`src/inc/quick_logic_pkg.sv`:
```
// Constants for the add-quick / add-with-extend / logical AND decode-execute block.
// Assumes a 32-bit Avalon-MM register port with byte addresses and one core clock.
package quick_logic_pkg;
   // Register byte offsets
   localparam logic [4:0] REG_OPCODE = 5'h00;
   localparam logic [4:0] REG_EXT    = 5'h04;
   localparam logic [4:0] REG_SRC    = 5'h08;
   localparam logic [4:0] REG_DST    = 5'h0C;
   localparam logic [4:0] REG_CCR    = 5'h10;
   localparam logic [4:0] REG_CTRL   = 5'h14;
   localparam logic [4:0] REG_RESULT = 5'h18;
   localparam logic [4:0] REG_STATUS = 5'h1C;
   localparam int ADDR_W = 5;

   // Flag positions in the condition register
   localparam int CCR_C = 0;
   localparam int CCR_V = 1;
   localparam int CCR_Z = 2;
   localparam int CCR_N = 3;
   localparam int CCR_X = 4;
   localparam logic [4:0]  CCR_RESET    = 5'h00;
   localparam logic [15:0] OPCODE_RESET = 16'h0000;
   localparam logic [31:0] WORD_RESET   = 32'h00000000;

   // Control bits
   localparam int CTRL_GO       = 0;
   localparam int CTRL_CLR_DONE = 1;

   // Status field positions
   localparam int ST_DONE      = 0;
   localparam int ST_LEGAL     = 1;
   localparam int ST_KIND      = 2;
   localparam int ST_SIZE      = 5;
   localparam int ST_DEST_DATA = 7;
   localparam int ST_DEST_PTR  = 8;
   localparam int ST_DEST_EA   = 9;
   localparam int ST_PREDEC    = 10;
   localparam int ST_IMM_WORDS = 11;
   localparam int ST_RX        = 13;
   localparam int ST_RY        = 16;
   localparam int ST_EA_MODE   = 19;
   localparam int ST_EA_REG    = 22;

   // Size codes
   localparam logic [1:0] SZ_BYTE = 2'b00;
   localparam logic [1:0] SZ_WORD = 2'b01;
   localparam logic [1:0] SZ_LONG = 2'b10;
   localparam logic [1:0] SZ_BAD  = 2'b11;

   // Effective-address mode and register codes
   localparam logic [2:0] MODE_DATA  = 3'h0;
   localparam logic [2:0] MODE_PTR   = 3'h1;
   localparam logic [2:0] MODE_IND   = 3'h2;
   localparam logic [2:0] MODE_INDEX = 3'h6;
   localparam logic [2:0] MODE_EXT   = 3'h7;
   localparam logic [2:0] EXT_ABS_W  = 3'h0;
   localparam logic [2:0] EXT_ABS_L  = 3'h1;
   localparam logic [2:0] EXT_PC_IDX = 3'h3;
   localparam logic [2:0] EXT_IMM    = 3'h4;

   // Fixed opcode bits
   localparam logic [3:0] TOP_ADD_QUICK = 4'h5;
   localparam logic [3:0] TOP_ADD_EXT   = 4'hD;
   localparam logic [3:0] TOP_AND_REG   = 4'hC;
   localparam logic [7:0] TOP_MASK_IMM  = 8'h02;

   typedef enum logic [2:0] {
      OP_NONE,
      OP_ADD_QUICK,
      OP_ADD_WITH_EXTEND,
      OP_AND_REG,
      OP_MASK_IMM
   } op_kind_t;
endpackage : quick_logic_pkg

```
`src/rtl/add_quick_extend_logic_ops.sv`:
```
// Decode and execute for add-quick, add-with-extend, register AND and AND-immediate.
// Software loads opcode, extension words and operands over Avalon-MM, then pulses go.
// Assumes one core clock; operand fetch and effective-address arithmetic happen outside.
//
// Function
// - Three-bit quick data means 1 to 7 as is, zero means eight.
// - Size field 00 byte, 01 word, 10 long.
// - Add-quick to pointer register allowed for word and long only.
// - Add-quick to pointer register uses all 32 bits, flags unchanged.
// - Add-quick elsewhere sets C, V, N, Z from the sum; X copies C.
// - Add-quick destination modes 000-110, or 111 with register 000/001.
// - Add-with-extend stores source plus destination plus X at chosen size.
// - Operand-mode bit 0 register to register, 1 memory with predecrement.
// - Destination field names destination, source field names source register.
// - Add-with-extend clears Z only on nonzero; sets C, V, N; X copies C.
// - Register AND conjoins source and destination; never a pointer register.
// - Both AND forms keep X, set N and Z, clear V and C.
// - AND opmodes 000-010 write data register, 100-110 write effective address.
// - AND source accepts data modes incl. immediate and PC-relative, not pointer.
// - AND destination accepts memory-alterable modes only.
// - AND data-register destination only via result-to-register opmodes.
// - AND-immediate conjoins immediate with destination, immediate at operation size.
// - Immediate: byte is low byte of one word, word one word, long two words.
// - AND-immediate accepts data-alterable destinations only.
`timescale 1ns/100ps
`default_nettype none
module add_quick_extend_logic_ops
   import quick_logic_pkg::*;
(
   input  wire logic                              ref_clk,
   input  wire logic                              sys_rst,
   input  wire logic [quick_logic_pkg::ADDR_W-1:0] address,
   input  wire logic                              read,
   input  wire logic                              write,
   input  wire logic [31:0]                       writedata,
   input  wire logic [3:0]                        byteenable,
   output logic      [31:0]                       readdata,
   output logic                                   waitrequest
);
   import quick_logic_pkg::*;

   function automatic logic [31:0] size_mask(input logic [1:0] sz);
      case (sz)
         SZ_BYTE: size_mask = 32'h000000FF;
         SZ_WORD: size_mask = 32'h0000FFFF;
         default: size_mask = 32'hFFFFFFFF;
      endcase
   endfunction : size_mask

   function automatic logic sign_bit(input logic [31:0] v, input logic [1:0] sz);
      case (sz)
         SZ_BYTE: sign_bit = v[7];
         SZ_WORD: sign_bit = v[15];
         default: sign_bit = v[31];
      endcase
   endfunction : sign_bit

   // Upper bits of the destination survive a narrow operation
   function automatic logic [31:0] merge(input logic [31:0] old, input logic [31:0] nv,
                                         input logic [1:0] sz);
      merge = (old & ~size_mask(sz)) | (nv & size_mask(sz));
   endfunction : merge

   // Returns {carry, overflow, sum}
   function automatic logic [33:0] add_sized(input logic [31:0] a, input logic [31:0] b,
                                             input logic cin, input logic [1:0] sz);
      logic [32:0] full;
      logic [31:0] am;
      logic [31:0] bm;
      logic        c;
      logic        v;
      am   = a & size_mask(sz);
      bm   = b & size_mask(sz);
      full = {1'b0, am} + {1'b0, bm} + {32'h00000000, cin};
      case (sz)
         SZ_BYTE: c = full[8];
         SZ_WORD: c = full[16];
         default: c = full[32];
      endcase
      v = (sign_bit(am, sz) == sign_bit(bm, sz)) && (sign_bit(full[31:0], sz) != sign_bit(am, sz));
      add_sized = {c, v, full[31:0]};
   endfunction : add_sized

   function automatic logic [31:0] apply_be(input logic [31:0] old, input logic [31:0] nv,
                                            input logic [3:0] be);
      apply_be = {be[3] ? nv[31:24] : old[31:24], be[2] ? nv[23:16] : old[23:16],
                  be[1] ? nv[15:8] : old[15:8], be[0] ? nv[7:0] : old[7:0]};
   endfunction : apply_be

   logic [15:0] opcode_r;
   logic [31:0] ext_r;
   logic [31:0] src_r;
   logic [31:0] dst_r;
   logic [31:0] result_r;
   logic [4:0]  ccr_r;
   logic        done_r;
   logic        waitrequest_r;
   logic [31:0] readdata_r;

   // Bus handshake: one wait cycle, then a single acknowledge cycle
   wire         req      = read | write;
   wire         accept   = req & ~waitrequest_r;
   wire         wr_take  = write & accept;
   wire [31:0]  wr_word  = apply_be(32'h00000000, writedata, byteenable);

   // Instruction fields
   wire [3:0]   top      = opcode_r[15:12];
   wire [2:0]   rx       = opcode_r[11:9];
   wire         bit8     = opcode_r[8];
   wire [1:0]   size     = opcode_r[7:6];
   wire [2:0]   opmode   = opcode_r[8:6];
   wire [2:0]   ea_mode  = opcode_r[5:3];
   wire [2:0]   ea_reg   = opcode_r[2:0];
   wire         rm       = opcode_r[3];
   wire [1:0]   and_size = opmode[1:0];
   wire         and_to_ea = opmode[2];

   wire is_add_quick = (top == TOP_ADD_QUICK) && !bit8 && (size != SZ_BAD);
   wire is_add_ext   = (top == TOP_ADD_EXT) && bit8 && (opcode_r[5:4] == 2'b00)
                       && (size != SZ_BAD);
   wire is_and_reg   = (top == TOP_AND_REG) && (and_size != SZ_BAD);
   wire is_mask_imm  = (opcode_r[15:8] == TOP_MASK_IMM) && (size != SZ_BAD);

   wire op_kind_t kind = is_add_quick ? OP_ADD_QUICK :
                         is_add_ext   ? OP_ADD_WITH_EXTEND :
                         is_and_reg   ? OP_AND_REG :
                         is_mask_imm  ? OP_MASK_IMM : OP_NONE;

   wire [1:0] op_size = (kind == OP_AND_REG) ? and_size : size;

   // Effective-address classes
   wire ea_abs     = (ea_mode == MODE_EXT) && (ea_reg == EXT_ABS_W || ea_reg == EXT_ABS_L);
   wire ea_mem_alt = ((ea_mode >= MODE_IND) && (ea_mode <= MODE_INDEX)) || ea_abs;
   wire ea_data_src = (ea_mode == MODE_DATA) || ((ea_mode >= MODE_IND) && (ea_mode <= MODE_INDEX))
                      || ((ea_mode == MODE_EXT) && (ea_reg <= EXT_IMM));
   wire ea_is_ptr  = (ea_mode == MODE_PTR);
   wire ea_is_imm  = (ea_mode == MODE_EXT) && (ea_reg == EXT_IMM);

   wire legal_add_quick = ea_mem_alt || (ea_mode == MODE_DATA)
                          || (ea_is_ptr && (size != SZ_BYTE));
   wire legal_and_reg   = and_to_ea ? ea_mem_alt
                                    : ea_data_src;
   wire legal_mask_imm  = ea_mem_alt || (ea_mode == MODE_DATA);

   wire legal = (kind == OP_ADD_QUICK)       ? legal_add_quick :
                (kind == OP_ADD_WITH_EXTEND) ? 1'b1 :
                (kind == OP_AND_REG)         ? legal_and_reg :
                (kind == OP_MASK_IMM)        ? legal_mask_imm : 1'b0;

   // Immediate data taken from the extension words
   wire [31:0] imm_val = (op_size == SZ_BYTE) ? {24'h000000, ext_r[23:16]} :
                         (op_size == SZ_WORD) ? {16'h0000, ext_r[31:16]} : ext_r;
   wire        uses_imm = (kind == OP_MASK_IMM) || ((kind == OP_AND_REG) && !and_to_ea && ea_is_imm);
   wire [1:0]  imm_words = !uses_imm ? 2'h0 : (op_size == SZ_LONG) ? 2'h2 : 2'h1;

   wire [31:0] quick_val = {28'h0000000, (rx == 3'h0), rx};

   // Destination routing
   wire dest_ptr  = (kind == OP_ADD_QUICK) && ea_is_ptr;
   wire dest_data = ((kind == OP_ADD_WITH_EXTEND) && !rm)
                    || ((kind == OP_AND_REG) && !and_to_ea)
                    || ((kind != OP_AND_REG) && (kind != OP_ADD_WITH_EXTEND) && (kind != OP_NONE)
                        && (ea_mode == MODE_DATA));
   wire dest_ea   = (kind != OP_NONE) && !dest_ptr && !dest_data;
   wire predec    = (kind == OP_ADD_WITH_EXTEND) && rm;

   // Arithmetic
   wire        is_quick = (kind == OP_ADD_QUICK);
   wire [31:0] add_b    = is_quick ? quick_val : src_r;
   wire        add_cin  = is_quick ? 1'b0 : ccr_r[CCR_X];
   wire [33:0] add_out  = add_sized(dst_r, add_b, add_cin, op_size);
   wire [31:0] add_sum  = merge(dst_r, add_out[31:0], op_size);
   wire        add_c    = add_out[33];
   wire        add_v    = add_out[32];
   wire        add_zero = ((add_out[31:0] & size_mask(op_size)) == 32'h00000000);
   wire [31:0] ptr_sum  = dst_r + quick_val;

   wire [31:0] and_src  = uses_imm ? imm_val : src_r;
   wire [31:0] and_raw  = and_src & dst_r;
   wire [31:0] and_res  = merge(dst_r, and_raw, op_size);
   wire        and_zero = ((and_raw & size_mask(op_size)) == 32'h00000000);

   wire [4:0] ccr_add_quick = {add_c, sign_bit(add_out[31:0], op_size), add_zero, add_v, add_c};
   wire [4:0] ccr_add_ext   = {add_c, sign_bit(add_out[31:0], op_size),
                               add_zero & ccr_r[CCR_Z], add_v, add_c};
   wire [4:0] ccr_and       = {ccr_r[CCR_X], sign_bit(and_raw, op_size), and_zero,
                               1'b0, 1'b0};

   wire [31:0] exec_res = dest_ptr ? ptr_sum :
                          (kind == OP_AND_REG || kind == OP_MASK_IMM) ? and_res : add_sum;
   wire [4:0]  exec_ccr = dest_ptr ? ccr_r :
                          (kind == OP_ADD_QUICK)       ? ccr_add_quick :
                          (kind == OP_ADD_WITH_EXTEND) ? ccr_add_ext : ccr_and;

   // Control register write
   wire ctrl_wr   = wr_take && (address == REG_CTRL);
   wire go        = ctrl_wr && byteenable[0] && writedata[CTRL_GO];
   wire clr_done  = ctrl_wr && byteenable[0] && writedata[CTRL_CLR_DONE];
   wire exec_ok   = go && legal;

   // Live decode of the held opcode, top bits reserved
   wire [31:0] status = {7'h00,
                         ea_reg,
                         ea_mode,
                         (kind == OP_ADD_WITH_EXTEND) ? opcode_r[2:0] : 3'h0,
                         rx,
                         imm_words,
                         predec,
                         dest_ea,
                         dest_ptr,
                         dest_data,
                         op_size,
                         kind,
                         legal,
                         done_r};

   logic [31:0] rd_mux;
   always_comb begin
      case (address)
         REG_OPCODE: rd_mux = {16'h0000, opcode_r};
         REG_EXT:    rd_mux = ext_r;
         REG_SRC:    rd_mux = src_r;
         REG_DST:    rd_mux = dst_r;
         REG_CCR:    rd_mux = {27'h0000000, ccr_r};
         REG_RESULT: rd_mux = result_r;
         REG_STATUS: rd_mux = status;
         default:    rd_mux = 32'h00000000;
      endcase
   end

   wire [31:0] opcode_wide = apply_be({16'h0000, opcode_r}, writedata, byteenable);
   wire [31:0] ccr_wide    = apply_be({27'h0000000, ccr_r}, wr_word, byteenable);

   always_ff @(posedge ref_clk) begin
      if (sys_rst) begin
         waitrequest_r <= 1'b1;
         readdata_r    <= WORD_RESET;
      end else begin
         waitrequest_r <= ~(req & waitrequest_r);
         if (req && waitrequest_r) begin
            readdata_r <= rd_mux;
         end
      end
   end

   always_ff @(posedge ref_clk) begin
      if (sys_rst) begin
         opcode_r <= OPCODE_RESET;
         ext_r    <= WORD_RESET;
         src_r    <= WORD_RESET;
         dst_r    <= WORD_RESET;
      end else if (wr_take) begin
         if (address == REG_OPCODE) opcode_r <= opcode_wide[15:0];
         if (address == REG_EXT)    ext_r    <= apply_be(ext_r, writedata, byteenable);
         if (address == REG_SRC)    src_r    <= apply_be(src_r, writedata, byteenable);
         if (address == REG_DST)    dst_r    <= apply_be(dst_r, writedata, byteenable);
      end
   end

   // Execution wins over a software write to the flags in the same cycle
   always_ff @(posedge ref_clk) begin
      if (sys_rst) begin
         ccr_r    <= CCR_RESET;
         result_r <= WORD_RESET;
      end else if (exec_ok) begin
         ccr_r    <= exec_ccr;
         result_r <= exec_res;
      end else if (wr_take && (address == REG_CCR)) begin
         ccr_r    <= ccr_wide[4:0];
      end
   end

   // Set beats clear
   always_ff @(posedge ref_clk) begin
      if (sys_rst) begin
         done_r <= 1'b0;
      end else if (go) begin
         done_r <= 1'b1;
      end else if (clr_done) begin
         done_r <= 1'b0;
      end
   end

   assign readdata    = readdata_r;
   assign waitrequest = waitrequest_r;
endmodule : add_quick_extend_logic_ops
`default_nettype wire

```
`config.mk`:
```
export PLATFORM = sky130hd
export DESIGN_NAME = add_quick_extend_logic_ops
export DESIGN_NICKNAME = d
export VERILOG_FILES = /design/src/inc/quick_logic_pkg.sv /design/src/rtl/add_quick_extend_logic_ops.sv
export SDC_FILE = /design/constraint.sdc
export NUM_CORES = 1
export LEC_CHECK = 0
export BUFFER_PORTS_ARGS = -buffer_cell sky130_fd_sc_hd__buf_2
export CORE_ASPECT_RATIO = 2
export CORE_UTILIZATION = 57
export CTS_CLUSTER_SIZE = 28
export DETAILED_ROUTE_END_ITERATION = 8
export GPL_TIMING_DRIVEN = 0
export PLACE_DENSITY_LB_ADDON = 0.3
export SLEW_MARGIN = 30
export SYNTH_ARGS = -nofsm -noshare
export SYNTH_HDL_FRONTEND = slang
export SYNTH_SLANG_ARGS = --single-unit
```
`constraint.sdc`:
```
create_clock -name ref_clk -period 5.9 [get_ports ref_clk]
set_input_delay 0.295 -clock ref_clk [delete_from_list [all_inputs] [get_ports ref_clk]]
set_output_delay 0.295 -clock ref_clk [all_outputs]
set_load 0.02 [all_outputs]
```
==> impl_metrics.csv, run 1 <==
group,metric,value,unit
yosys,ys_seq_area_frac,0.2945,
placed_design,place_congestion,1.134,
grt,track_usage,0.5953,
clock_tree,h-tree-depth,4,
yosys,ys_types,74,
floorplan,pin_count,78,
clock_tree,cts_setup_buffers,0,
status,haltStage,"5_1_grt",
clock_tree,cts-hold-fix-buffers,0,
grt,grt_pass1_vias,15040,
yosys,syn_area,12440,µm²
yosys,synthArstFlopShare,0,
clock_tree,post_cts_resized,2,
placed_design,place_area,13190,µm²
status,stop_error,"[ERROR GRT-0116] Global routing finished with congestion. Check the congestion regions in the DRC Viewer.",
floorplan,rows,76,
grt,grt_max_degree,21,
yosys,netlist_instances,1625,
grt,grt-ovfl-total,23,
placed_design,port_buffers,77,
placed_design,dpl.hpwl,49240,µm
clock_tree,cts_root_buf,"clkbuf_16",
clock_tree,cts_buffers,17,
yosys,synth-main-ff-cell,"dfxtp_1",
yosys,syn_area_per_cell,7.656,µm²
floorplan,die_h,210.9,µm
clock_tree,clk_path_buf_depth,2,
clock_tree,clock-sinks,183,
placed_design,dp.cells,1976,
yosys,synth-seq-cells,183,
grt,grt_pass1_wl,97800,µm
yosys,syn_nets,1708,
yosys,synth-edff-count,0,
floorplan,start_util,0.5789,
status,outcome,"did not finish",
floorplan,die_w,106.5,µm
yosys,ys_warn_count,0,
stage by stage:
step | TNS (ps) | hold WS, ps | worst slack, ps
after floorplan | 0 | 431.0 | 1570
after global placement | -8425 | 443.3 | -778.7
after detailed placement | -7119 | 448.9 | -703.8
after CTS | 0 | 108.6 | 190.3
synthesized netlist by cell type (22+ instances only):
library cell  count  area share
nor2_1          225       0.068
dfxtp_1         183        0.29
a21oi_1         158       0.064
nand2_1         151       0.046
mux2i_1         136        0.11
clkbuf_1         95       0.029
o21ai_0          70       0.028
and3_1           47       0.024
nand3_1          41       0.016
a22oi_1          40       0.024
o211ai_1         40       0.024
ha_1             35       0.035
a221oi_1         28       0.020
inv_1            28      0.0084
and2_1           26       0.013
nor3_1           24      0.0097
xnor2_1          24       0.017
a211oi_1         23       0.014
xor2_1           22       0.015
metal layers:
layer	GRT usage	GRT overflow
met1	0.5908	0
met2	0.8748	12
met3	0.2823	0
met4	0.6179	11
met5	0	0
cells by family after synthesis:
family          Yosys count  share of synthesized area
buf+inv                 148                    0.04727
flops                   183                     0.2945
compound gates          471                     0.2473
mux                     142                     0.1149
xor+xnor                 46                    0.03238
simple gates            597                     0.2237
fa+ha+maj                38                    0.04003
==> run 2, diff against run 1 <==
--- a/config.mk
+++ b/config.mk
@@ -6,12 +6,10 @@
 export NUM_CORES = 1
 export LEC_CHECK = 0
 export BUFFER_PORTS_ARGS = -buffer_cell sky130_fd_sc_hd__buf_2
-export CORE_ASPECT_RATIO = 2
-export CORE_UTILIZATION = 57
-export CTS_CLUSTER_SIZE = 28
+export CORE_UTILIZATION = 40
 export DETAILED_ROUTE_END_ITERATION = 8
 export GPL_TIMING_DRIVEN = 0
-export PLACE_DENSITY_LB_ADDON = 0.3
+export PLACE_DENSITY_LB_ADDON = 0.15
 export SLEW_MARGIN = 30
 export SYNTH_ARGS = -nofsm -noshare
 export SYNTH_HDL_FRONTEND = slang
==> run 2 against run 1 <==
Effect of this change: the run now ends clean; synthesized area stayed put; synthesized cell count stayed put.
==> impl_metrics.csv, run 2 <==
group,metric,value,unit
placed_design,port_buffers,77,
timing,worst-slew-pin-transition,1030,ps
clock_tree,clock-sinks,183,
worst_hold_path,whs_endpoint,"ext_r[26]$_SDFFE_PP0P_",
floorplan,pin_count,78,
power,switching_share,0.2757,
power,combPwrFrac,0.058,
floorplan,core_area,30590,µm²
clock_tree,h-tree-depth,4,
layout,fillers,3202,
job,maxCapViolCount,0,
critical_path,r2r-end,"ccr_r[3]$_SDFFE_PP0P_",
yosys,ys_warn_count,0,
grt,grt_max_degree,20,
yosys,synth-seq-cells,183,
detailed_routing,drt_iter0_drc,1720,
yosys,synthMuxAreaShare,0.1149,
layout,post-route-util,0.4550,
yosys,synth_xor_area_frac,0.03238,
critical_path,worstPathMaxFanout,19,
placed_design,place_area,13330,µm²
layout,nets,1802,
grt,grt_pass1_vias,12870,
worst_hold_path,hp-start,"writedata[26]",
power,seqPwrFrac,0.488,
yosys,yosysTopAreaCell,"dfxtp_1",
yosys,synth_compound_area_frac,0.2473,
detailed_routing,drtPass1Iterations,6,
detailed_routing,route.detailed.drc,0,
layout,syn_to_final_growth,11.87,%
critical_path,crit_required,6210,ps
layout,multi_input_area,8212,µm²
timing,rsz0062_at_grt,"false",
grt,antenna_found_initial,1,
yosys,synth-edff-count,0,
clock_tree,post_cts_resized,1,
timing,hold_violations,0,
yosys,syn_area,12440,µm²
detailed_routing,wl_per_cell,29.08,µm
power,cellPowerDensity,182.7,nW/µm²
yosys,synthArstFlopShare,0,
timing,max_freq,173.0,MHz
status,outcome,"completed",
detailed_routing,wl,61950,µm
timing,period_needed,5781,ps
yosys,synth_simple_gate_area_frac,0.2237,
clock_tree,clk_path_buf_depth,2,
yosys,ys_seq_area_frac,0.2945,
detailed_routing,num_vias,13840,
worst_hold_path,hold_depth,3,
grt,track_usage,0.3900,
placed_design,place_congestion,1.029,
floorplan,rows,64,
yosys,syn_nets,1708,
clock_tree,clk_latency,460,ps
detailed_routing,avgViaCountPerCell,6.498,
critical_path,startpoint_type,"register",
critical_path,reg2reg_from,"opcode_r[7]$_SDFFE_PP0P_",
timing,slew_headroom,0.3135,
grt,grt-ovfl-total,0,
floorplan,start_util,0.4067,
critical_path,arrival,6090,ps
yosys,netlist_instances,1625,
clock_tree,cts_tree,"done",
critical_path,critPathMaxStageDelay,510,ps
timing,setup_violations,0,
yosys,synthAdderAreaFrac,0.04003,
floorplan,die_area,31810,µm²
power,irDropWorstVdd,0.0002056,V
layout,stdcell_area,13920,µm²
yosys,synth_top_area_frac,0.2945,
critical_path,rrSetupSlack,120,ps
yosys,syn_area_per_cell,7.656,µm²
clock_tree,clkTransAtPathRegs,90,ps
layout,drive_gt1_frac,0.08834,
layout,ff_latch_area,3664,µm²
critical_path,worstRegToRegCells,18,
yosys,synth_common_cells,"225 x nor2_1, 183 x dfxtp_1, 158 x a21oi_1, 151 x nand2_1, 136 x mux2i_1",
power,pwr-share-clk,0.454,
layout,final_common_cell,"nor2_1",
worst_hold_path,hold_class,"primary input to register",
timing,period_share,0.9798,
clock_tree,cts_root_buf,"clkbuf_16",
clock_tree,cts_buffers,17,
yosys,synth_top_family_by_area,"compound AO/OA/AOI/OAI gates",
layout,final_cell_mix,"225 x nor2_1, 183 x dfxtp_1, 158 x a21oi_1",
critical_path,crit_top_cell,"buf_2",
placed_design,dp_slack,-744.6,ps
yosys,ys_types,74,
clock_tree,cts-hold-fix-buffers,0,
critical_path,endpoint_kind,"register",
timing,fin_ws,119.0,ps
floorplan,die_h,178.4,µm
timing,tns,0,ps
grt,grt_pass1_wl,88020,µm
yosys,synthTopCellsByArea,"dfxtp_1 29%, mux2i_1 11%, nor2_1 6.8%",
detailed_routing,antenna_left,0,
timing,drv_slew,0,
yosys,synth_most_common_cell,"nor2_1",
power,power.internal,0.001842,W
critical_path,worstPathCellList,"buf_2 -> buf_2 -> clkbuf_2 -> buf_2 -> clkbuf_1 -> and3_1 -> ha_1 -> clkbuf_1 -> nand4_1 -> nor2_1 -> a31oi_1 -> and3_1 -> o211ai_1 -> a311o_1 -> mux2_2 -> o21ai_2 -> o221ai_1 -> a211oi_1",
clock_tree,cts_setup_buffers,0,
timing,skew,27.45,ps
power,p_leak,5.505,nW
yosys,synth-main-ff-cell,"dfxtp_1",
power,switchingPower,0.0007010,W
timing,hold_slack,100.7,ps
critical_path,crit_type,"register to register",
floorplan,die_w,178.4,µm
placed_design,dpl.hpwl,48810,µm
critical_path,cp_slowest_cell,"o221ai_1",
==> run 2: cell counts after synthesis <==
Identical to the previous run, type by type.
==> run 2: metrics by stage <==
| stage | power (W) | instances |
|---|---|---|
| 4_1_cts | 0.002551 | 2128 |
| 3_5_place_dp | 0.001411 | 2098 |
| 2_1_floorplan | 0.001332 | 1625 |
| 5_1_grt | 0.002600 | 2128 |
| 6_report | 0.002543 | 2130 |
| 3_3_place_gp | 0.001411 | 2098 |
==> run 2: cells by family after synthesis <==
kind of cell             Yosys count
AO/OA/AOI/OAI                    471
XOR/XNOR                          46
buffers and inverters            148
AND/OR/NAND/NOR                  597
flip-flops                       183
adder cells (fa/ha/maj)           38
multiplexers                     142
==> run 2: cell type report <==
cell class	instances	area share
diodes	2	0.0003596
clock inverters	13	0.009170
multi-input cells	1294	0.5900
inverters	28	0.007552
plain buffers	118	0.03452
clock buffers	19	0.03183
repair buffers	77	0.02769
flip-flops and latches	183	0.2632
well taps	396	0.03560
==> run 2: power groups by stage <==
stage | Sequential (W) | Combinational [W] | Clock [W]
floorplan | 0.00127 | 0.0000614 | 0
global placement | 0.00127 | 0.000141 | 0
detailed placement | 0.00127 | 0.000142 | 0
CTS | 0.00124 | 0.000142 | 0.00117
global route | 0.00124 | 0.000153 | 0.00121
finish | 0.00124 | 0.000148 | 0.00115
==> run 2: worst max-delay path: cells and delay by family, from the launching register on <==
kind / cells / cell delay, ps
DFF: 1 / 350
adders and majority gates: 1 / 250
muxes: 1 / 310
and+or+nand+nor: 4 / 930
AOI/OAI and AO/OA: 6 / 1600
buffers and inverters: 6 / 2150
==> run 2: worst max-delay path by stage <==
stage                                   startpoint               endpoint  slack [ps]  cells past startpoint
after CTS                 opcode_r[7]$_SDFFE_PP0P_  ccr_r[0]$_SDFFE_PP0P_         150                     16
after floorplan           opcode_r[7]$_SDFFE_PP0P_  ccr_r[0]$_SDFFE_PP0P_        1570                     20
after global routing      opcode_r[7]$_SDFFE_PP0P_  ccr_r[3]$_SDFFE_PP0P_          20                     18
after global placement    opcode_r[7]$_SDFFE_PP0P_  ccr_r[0]$_SDFFE_PP0P_        -800                     18
after detailed placement  opcode_r[7]$_SDFFE_PP0P_  ccr_r[0]$_SDFFE_PP0P_        -740                     18
final                     opcode_r[7]$_SDFFE_PP0P_  ccr_r[3]$_SDFFE_PP0P_         120                     18
==> run 2: metal layers <==
layer,vias up,global-route usage,part of all wire
met3,200,0.09037,0.10
met2,837,0.5891,0.43
met5,-,0,0.00021
met1,6677,0.5103,0.41
li1,6124,-,-
met4,2,0.2126,0.057
Power figures use the tool's default switching activity.
==> run 3, diff against run 2 <==
--- a/config.mk
+++ b/config.mk
@@ -5,6 +5,7 @@
 export SDC_FILE = /design/constraint.sdc
 export NUM_CORES = 1
 export LEC_CHECK = 0
+export ABC_AREA = 1
 export BUFFER_PORTS_ARGS = -buffer_cell sky130_fd_sc_hd__buf_2
 export CORE_UTILIZATION = 40
 export DETAILED_ROUTE_END_ITERATION = 8
==> run 3 against run 2 <==
Effect of this change: maximum frequency increased by 6.4%; via count rose by 15%; worst hold slack got worse by 4.9 ps; critical path type unchanged; largest cell class unchanged; final cell count grew 23%; die area up 4.2%; final area grew 3.7%.
==> impl_metrics.csv, run 3 <==
group,metric,value,unit
timing,hold_violations,0,
yosys,syn_area_per_cell,6.118,µm²
layout,final_cell_mix,"487 x nand2_1, 269 x inv_1, 225 x nor2_1",
power,combPwrFrac,0.054,
floorplan,rows,65,
clock_tree,cts_buffers,17,
timing,period_share,0.9206,
critical_path,crit_type,"register to register",
critical_path,worstPathCellList,"nand2_2 -> nand2_1 -> nor3_4 -> clkbuf_1 -> clkbuf_1 -> nor2_1 -> fa_1 -> inv_1 -> fa_1 -> inv_1 -> nand3_1 -> nand2_1 -> nand4_1 -> nand2_1 -> nand3_1 -> nand2_1 -> a211oi_1 -> o21ai_0 -> o21ai_0 -> a31oi_1",
timing,worst-slew-pin-transition,1036,ps
detailed_routing,antenna_left,0,
detailed_routing,drtPass1Iterations,6,
clock_tree,clk_latency,470,ps
detailed_routing,wl,68860,µm
critical_path,crit_top_cell,"nand2_1",
layout,syn_to_final_growth,11.38,%
yosys,syn_nets,2202,
critical_path,startpoint_type,"register",
clock_tree,clock-sinks,183,
yosys,synth_most_common_cell,"nand2_1",
placed_design,port_buffers,76,
critical_path,cp_slowest_cell,"a211oi_1",
status,outcome,"completed",
yosys,synth-main-ff-cell,"dfxtp_1",
layout,drive_gt1_frac,0.07409,
grt,grt_max_degree,20,
critical_path,arrival,5760,ps
timing,setup_violations,0,
worst_hold_path,hp-start,"writedata[23]",
grt,track_usage,0.4112,
worst_hold_path,hold_class,"primary input to register",
placed_design,place_congestion,1.065,
yosys,synth-edff-count,0,
critical_path,worstPathMaxFanout,10,
clock_tree,clk_path_buf_depth,2,
clock_tree,cts_root_buf,"clkbuf_16",
grt,use_met1,0.5272,
critical_path,reg2reg_from,"opcode_r[6]$_SDFFE_PP0P_",
yosys,ys_warn_count,0,
critical_path,critPathMaxStageDelay,550,ps
layout,nets,2297,
clock_tree,cts-hold-fix-buffers,0,
power,cellPowerDensity,176.9,nW/µm²
layout,fillers,3545,
timing,rsz0062_at_grt,"false",
timing,period_needed,5432,ps
layout,final_common_cell,"nand2_1",
grt,antenna_found_initial,0,
yosys,ys_types,56,
job,maxCapViolCount,0,
grt,grt_util_met3,0.08043,
detailed_routing,route.detailed.drc,0,
detailed_routing,num_vias,15960,
critical_path,worstPathBufferInverterCount,4,
yosys,yosysTopAreaCell,"dfxtp_1",
yosys,synthArstFlopShare,0,
yosys,syn_area,12960,µm²
floorplan,die_area,33130,µm²
timing,skew,13.94,ps
detailed_routing,drt_iter0_drc,2193,
yosys,synthTopCellsByArea,"dfxtp_1 28%, nand2_1 14%, a21oi_1 8.5%",
yosys,synth-seq-cells,183,
grt,use_met2,0.6412,
timing,tns,0,ps
grt,grt-ovfl-total,0,
power,pwr-share-clk,0.461,
power,switching_share,0.2828,
grt,busiest_layer,"met2",
power,p_leak,6.055,nW
clock_tree,h-tree-depth,4,
grt,grt_pass1_wl,98100,µm
power,switchingPower,0.0007225,W
grt,grt_pass1_vias,14630,
placed_design,dpl.hpwl,56160,µm
power,power.internal,0.001832,W
floorplan,die_h,182.0,µm
critical_path,crit_required,6230,ps
timing,max_freq,184.1,MHz
yosys,synth_common_cells,"487 x nand2_1, 269 x inv_1, 225 x nor2_1, 221 x a21oi_1, 200 x o21ai_0",
critical_path,cpLargestDelayFamily,"simple AND/OR/NAND/NOR gates",
critical_path,crit_path_start,"opcode_r[6]$_SDFFE_PP0P_",
layout,ff_latch_area,3664,µm²
timing,drv_slew,0,
timing,hold_slack,95.76,ps
power,irDropWorstVdd,0.0002198,V
layout,multi_input_area,7819,µm²
yosys,synth_top_area_frac,0.2826,
timing,slew_headroom,0.3055,
power,seqPwrFrac,0.485,
detailed_routing,avgViaCountPerCell,6.069,
floorplan,start_util,0.4087,
floorplan,pin_count,78,
detailed_routing,wl_per_cell,26.19,µm
layout,diodes,0,
clock_tree,cts_setup_buffers,0,
clock_tree,post_cts_resized,0,
clock_tree,cts_tree,"done",
floorplan,core_area,31720,µm²
yosys,netlist_instances,2119,
clock_tree,clkTransAtPathRegs,80,ps
yosys,ys_seq_area_frac,0.2826,
floorplan,die_w,182.0,µm
critical_path,endpoint_kind,"register",
[run 3: cell count changes after synthesis, sizes merged, moves of 65 or more]
| cell | change |
|---|---|
| inv | +251 |
| mux2i | -134 |
| o21ai | +130 |
| nand2 | +341 |
| nand3 | +107 |
| a21oi | +65 |
[run 3: cell type report]
| type | instances | share of cell area |
|---|---|---|
| plain buffers | 96 | 0.02990 |
| clock buffers | 17 | 0.02946 |
| clock inverters | 15 | 0.01144 |
| inverters | 280 | 0.07279 |
| multi-input cells | 1560 | 0.5415 |
| flip-flops and latches | 183 | 0.2537 |
| well taps | 402 | 0.03484 |
| repair buffers | 76 | 0.02634 |
[run 3: power groups by stage]
| stage | Clock (W) | Combinational (W) | Sequential (W) |
|---|---|---|---|
| 3_3_place_gp | 0 | 0.000131 | 0.00127 |
| 2_1_floorplan | 0 | 0.0000572 | 0.00127 |
| 6_report | 0.00118 | 0.000137 | 0.00124 |
| 3_5_place_dp | 0 | 0.000131 | 0.00127 |
| 4_1_cts | 0.00117 | 0.000131 | 0.00124 |
| 5_1_grt | 0.00123 | 0.000143 | 0.00124 |
[run 3: logic make-up after synthesis]
kind of cell / count (synthesis) / share of synthesized area
adders and majority gates: 38 / 0.03841
AOI/OAI and AO/OA: 556 / 0.2429
buffers and inverters: 376 / 0.1143
xor gates and xnor gates: 17 / 0.01149
muxes: 2 / 0.001544
and+or+nand+nor: 947 / 0.3088
DFF: 183 / 0.2826
[run 3: worst paths after layout]
path / to / slack (ps) / cells past startpoint
max: ccr_r[4]$_SDFFE_PP0P_ / 470 / 20
min: dst_r[23]$_SDFFE_PP0P_ / 100 / 3
max reg2reg: ccr_r[4]$_SDFFE_PP0P_ / 470 / 20
min reg2reg: readdata[1]$_SDFFE_PP0P_ / 460 / 2
[run 3: per-layer routing]
metal,up-vias,wire length [µm]
li1,7261,-
met1,7456,27590
met2,1021,29980
met3,218,6903
met4,0,4383
met5,-,0
[run 3: through the flow]
| stage | std cells | area (µm²) | setup slack (ps) | utilization | total power [W] |
|---|---|---|---|---|---|
| after floorplan | 2119 | 12960 | 2537 | - | 0.001325 |
| after global placement | 2597 | 13850 | 714.1 | 0.4366 | 0.001399 |
| after detailed placement | 2597 | 13850 | 688.3 | 0.4366 | 0.001399 |
| after CTS | 2629 | 14440 | 654.8 | 0.4552 | 0.002541 |
| after global routing | 2629 | 14440 | 236.4 | 0.4552 | 0.002609 |
| final | 2629 | 14440 | 468.3 | 0.4552 | 0.002555 |
[run 3: worst register-to-register path, stage by stage (launching register included)]
cell and delay (ps):
dfxtp_1 420, nand2_2 200, nand2_1 110, nor3_4 410
clkbuf_1 520, clkbuf_1 450, nor2_1 120, fa_1 460
inv_1 100, fa_1 200, inv_1 90, nand3_1 70
nand2_1 120, nand4_1 150, nand2_1 190, nand3_1 160
nand2_1 90, a211oi_1 550, o21ai_0 210, o21ai_0 530
a31oi_1 140
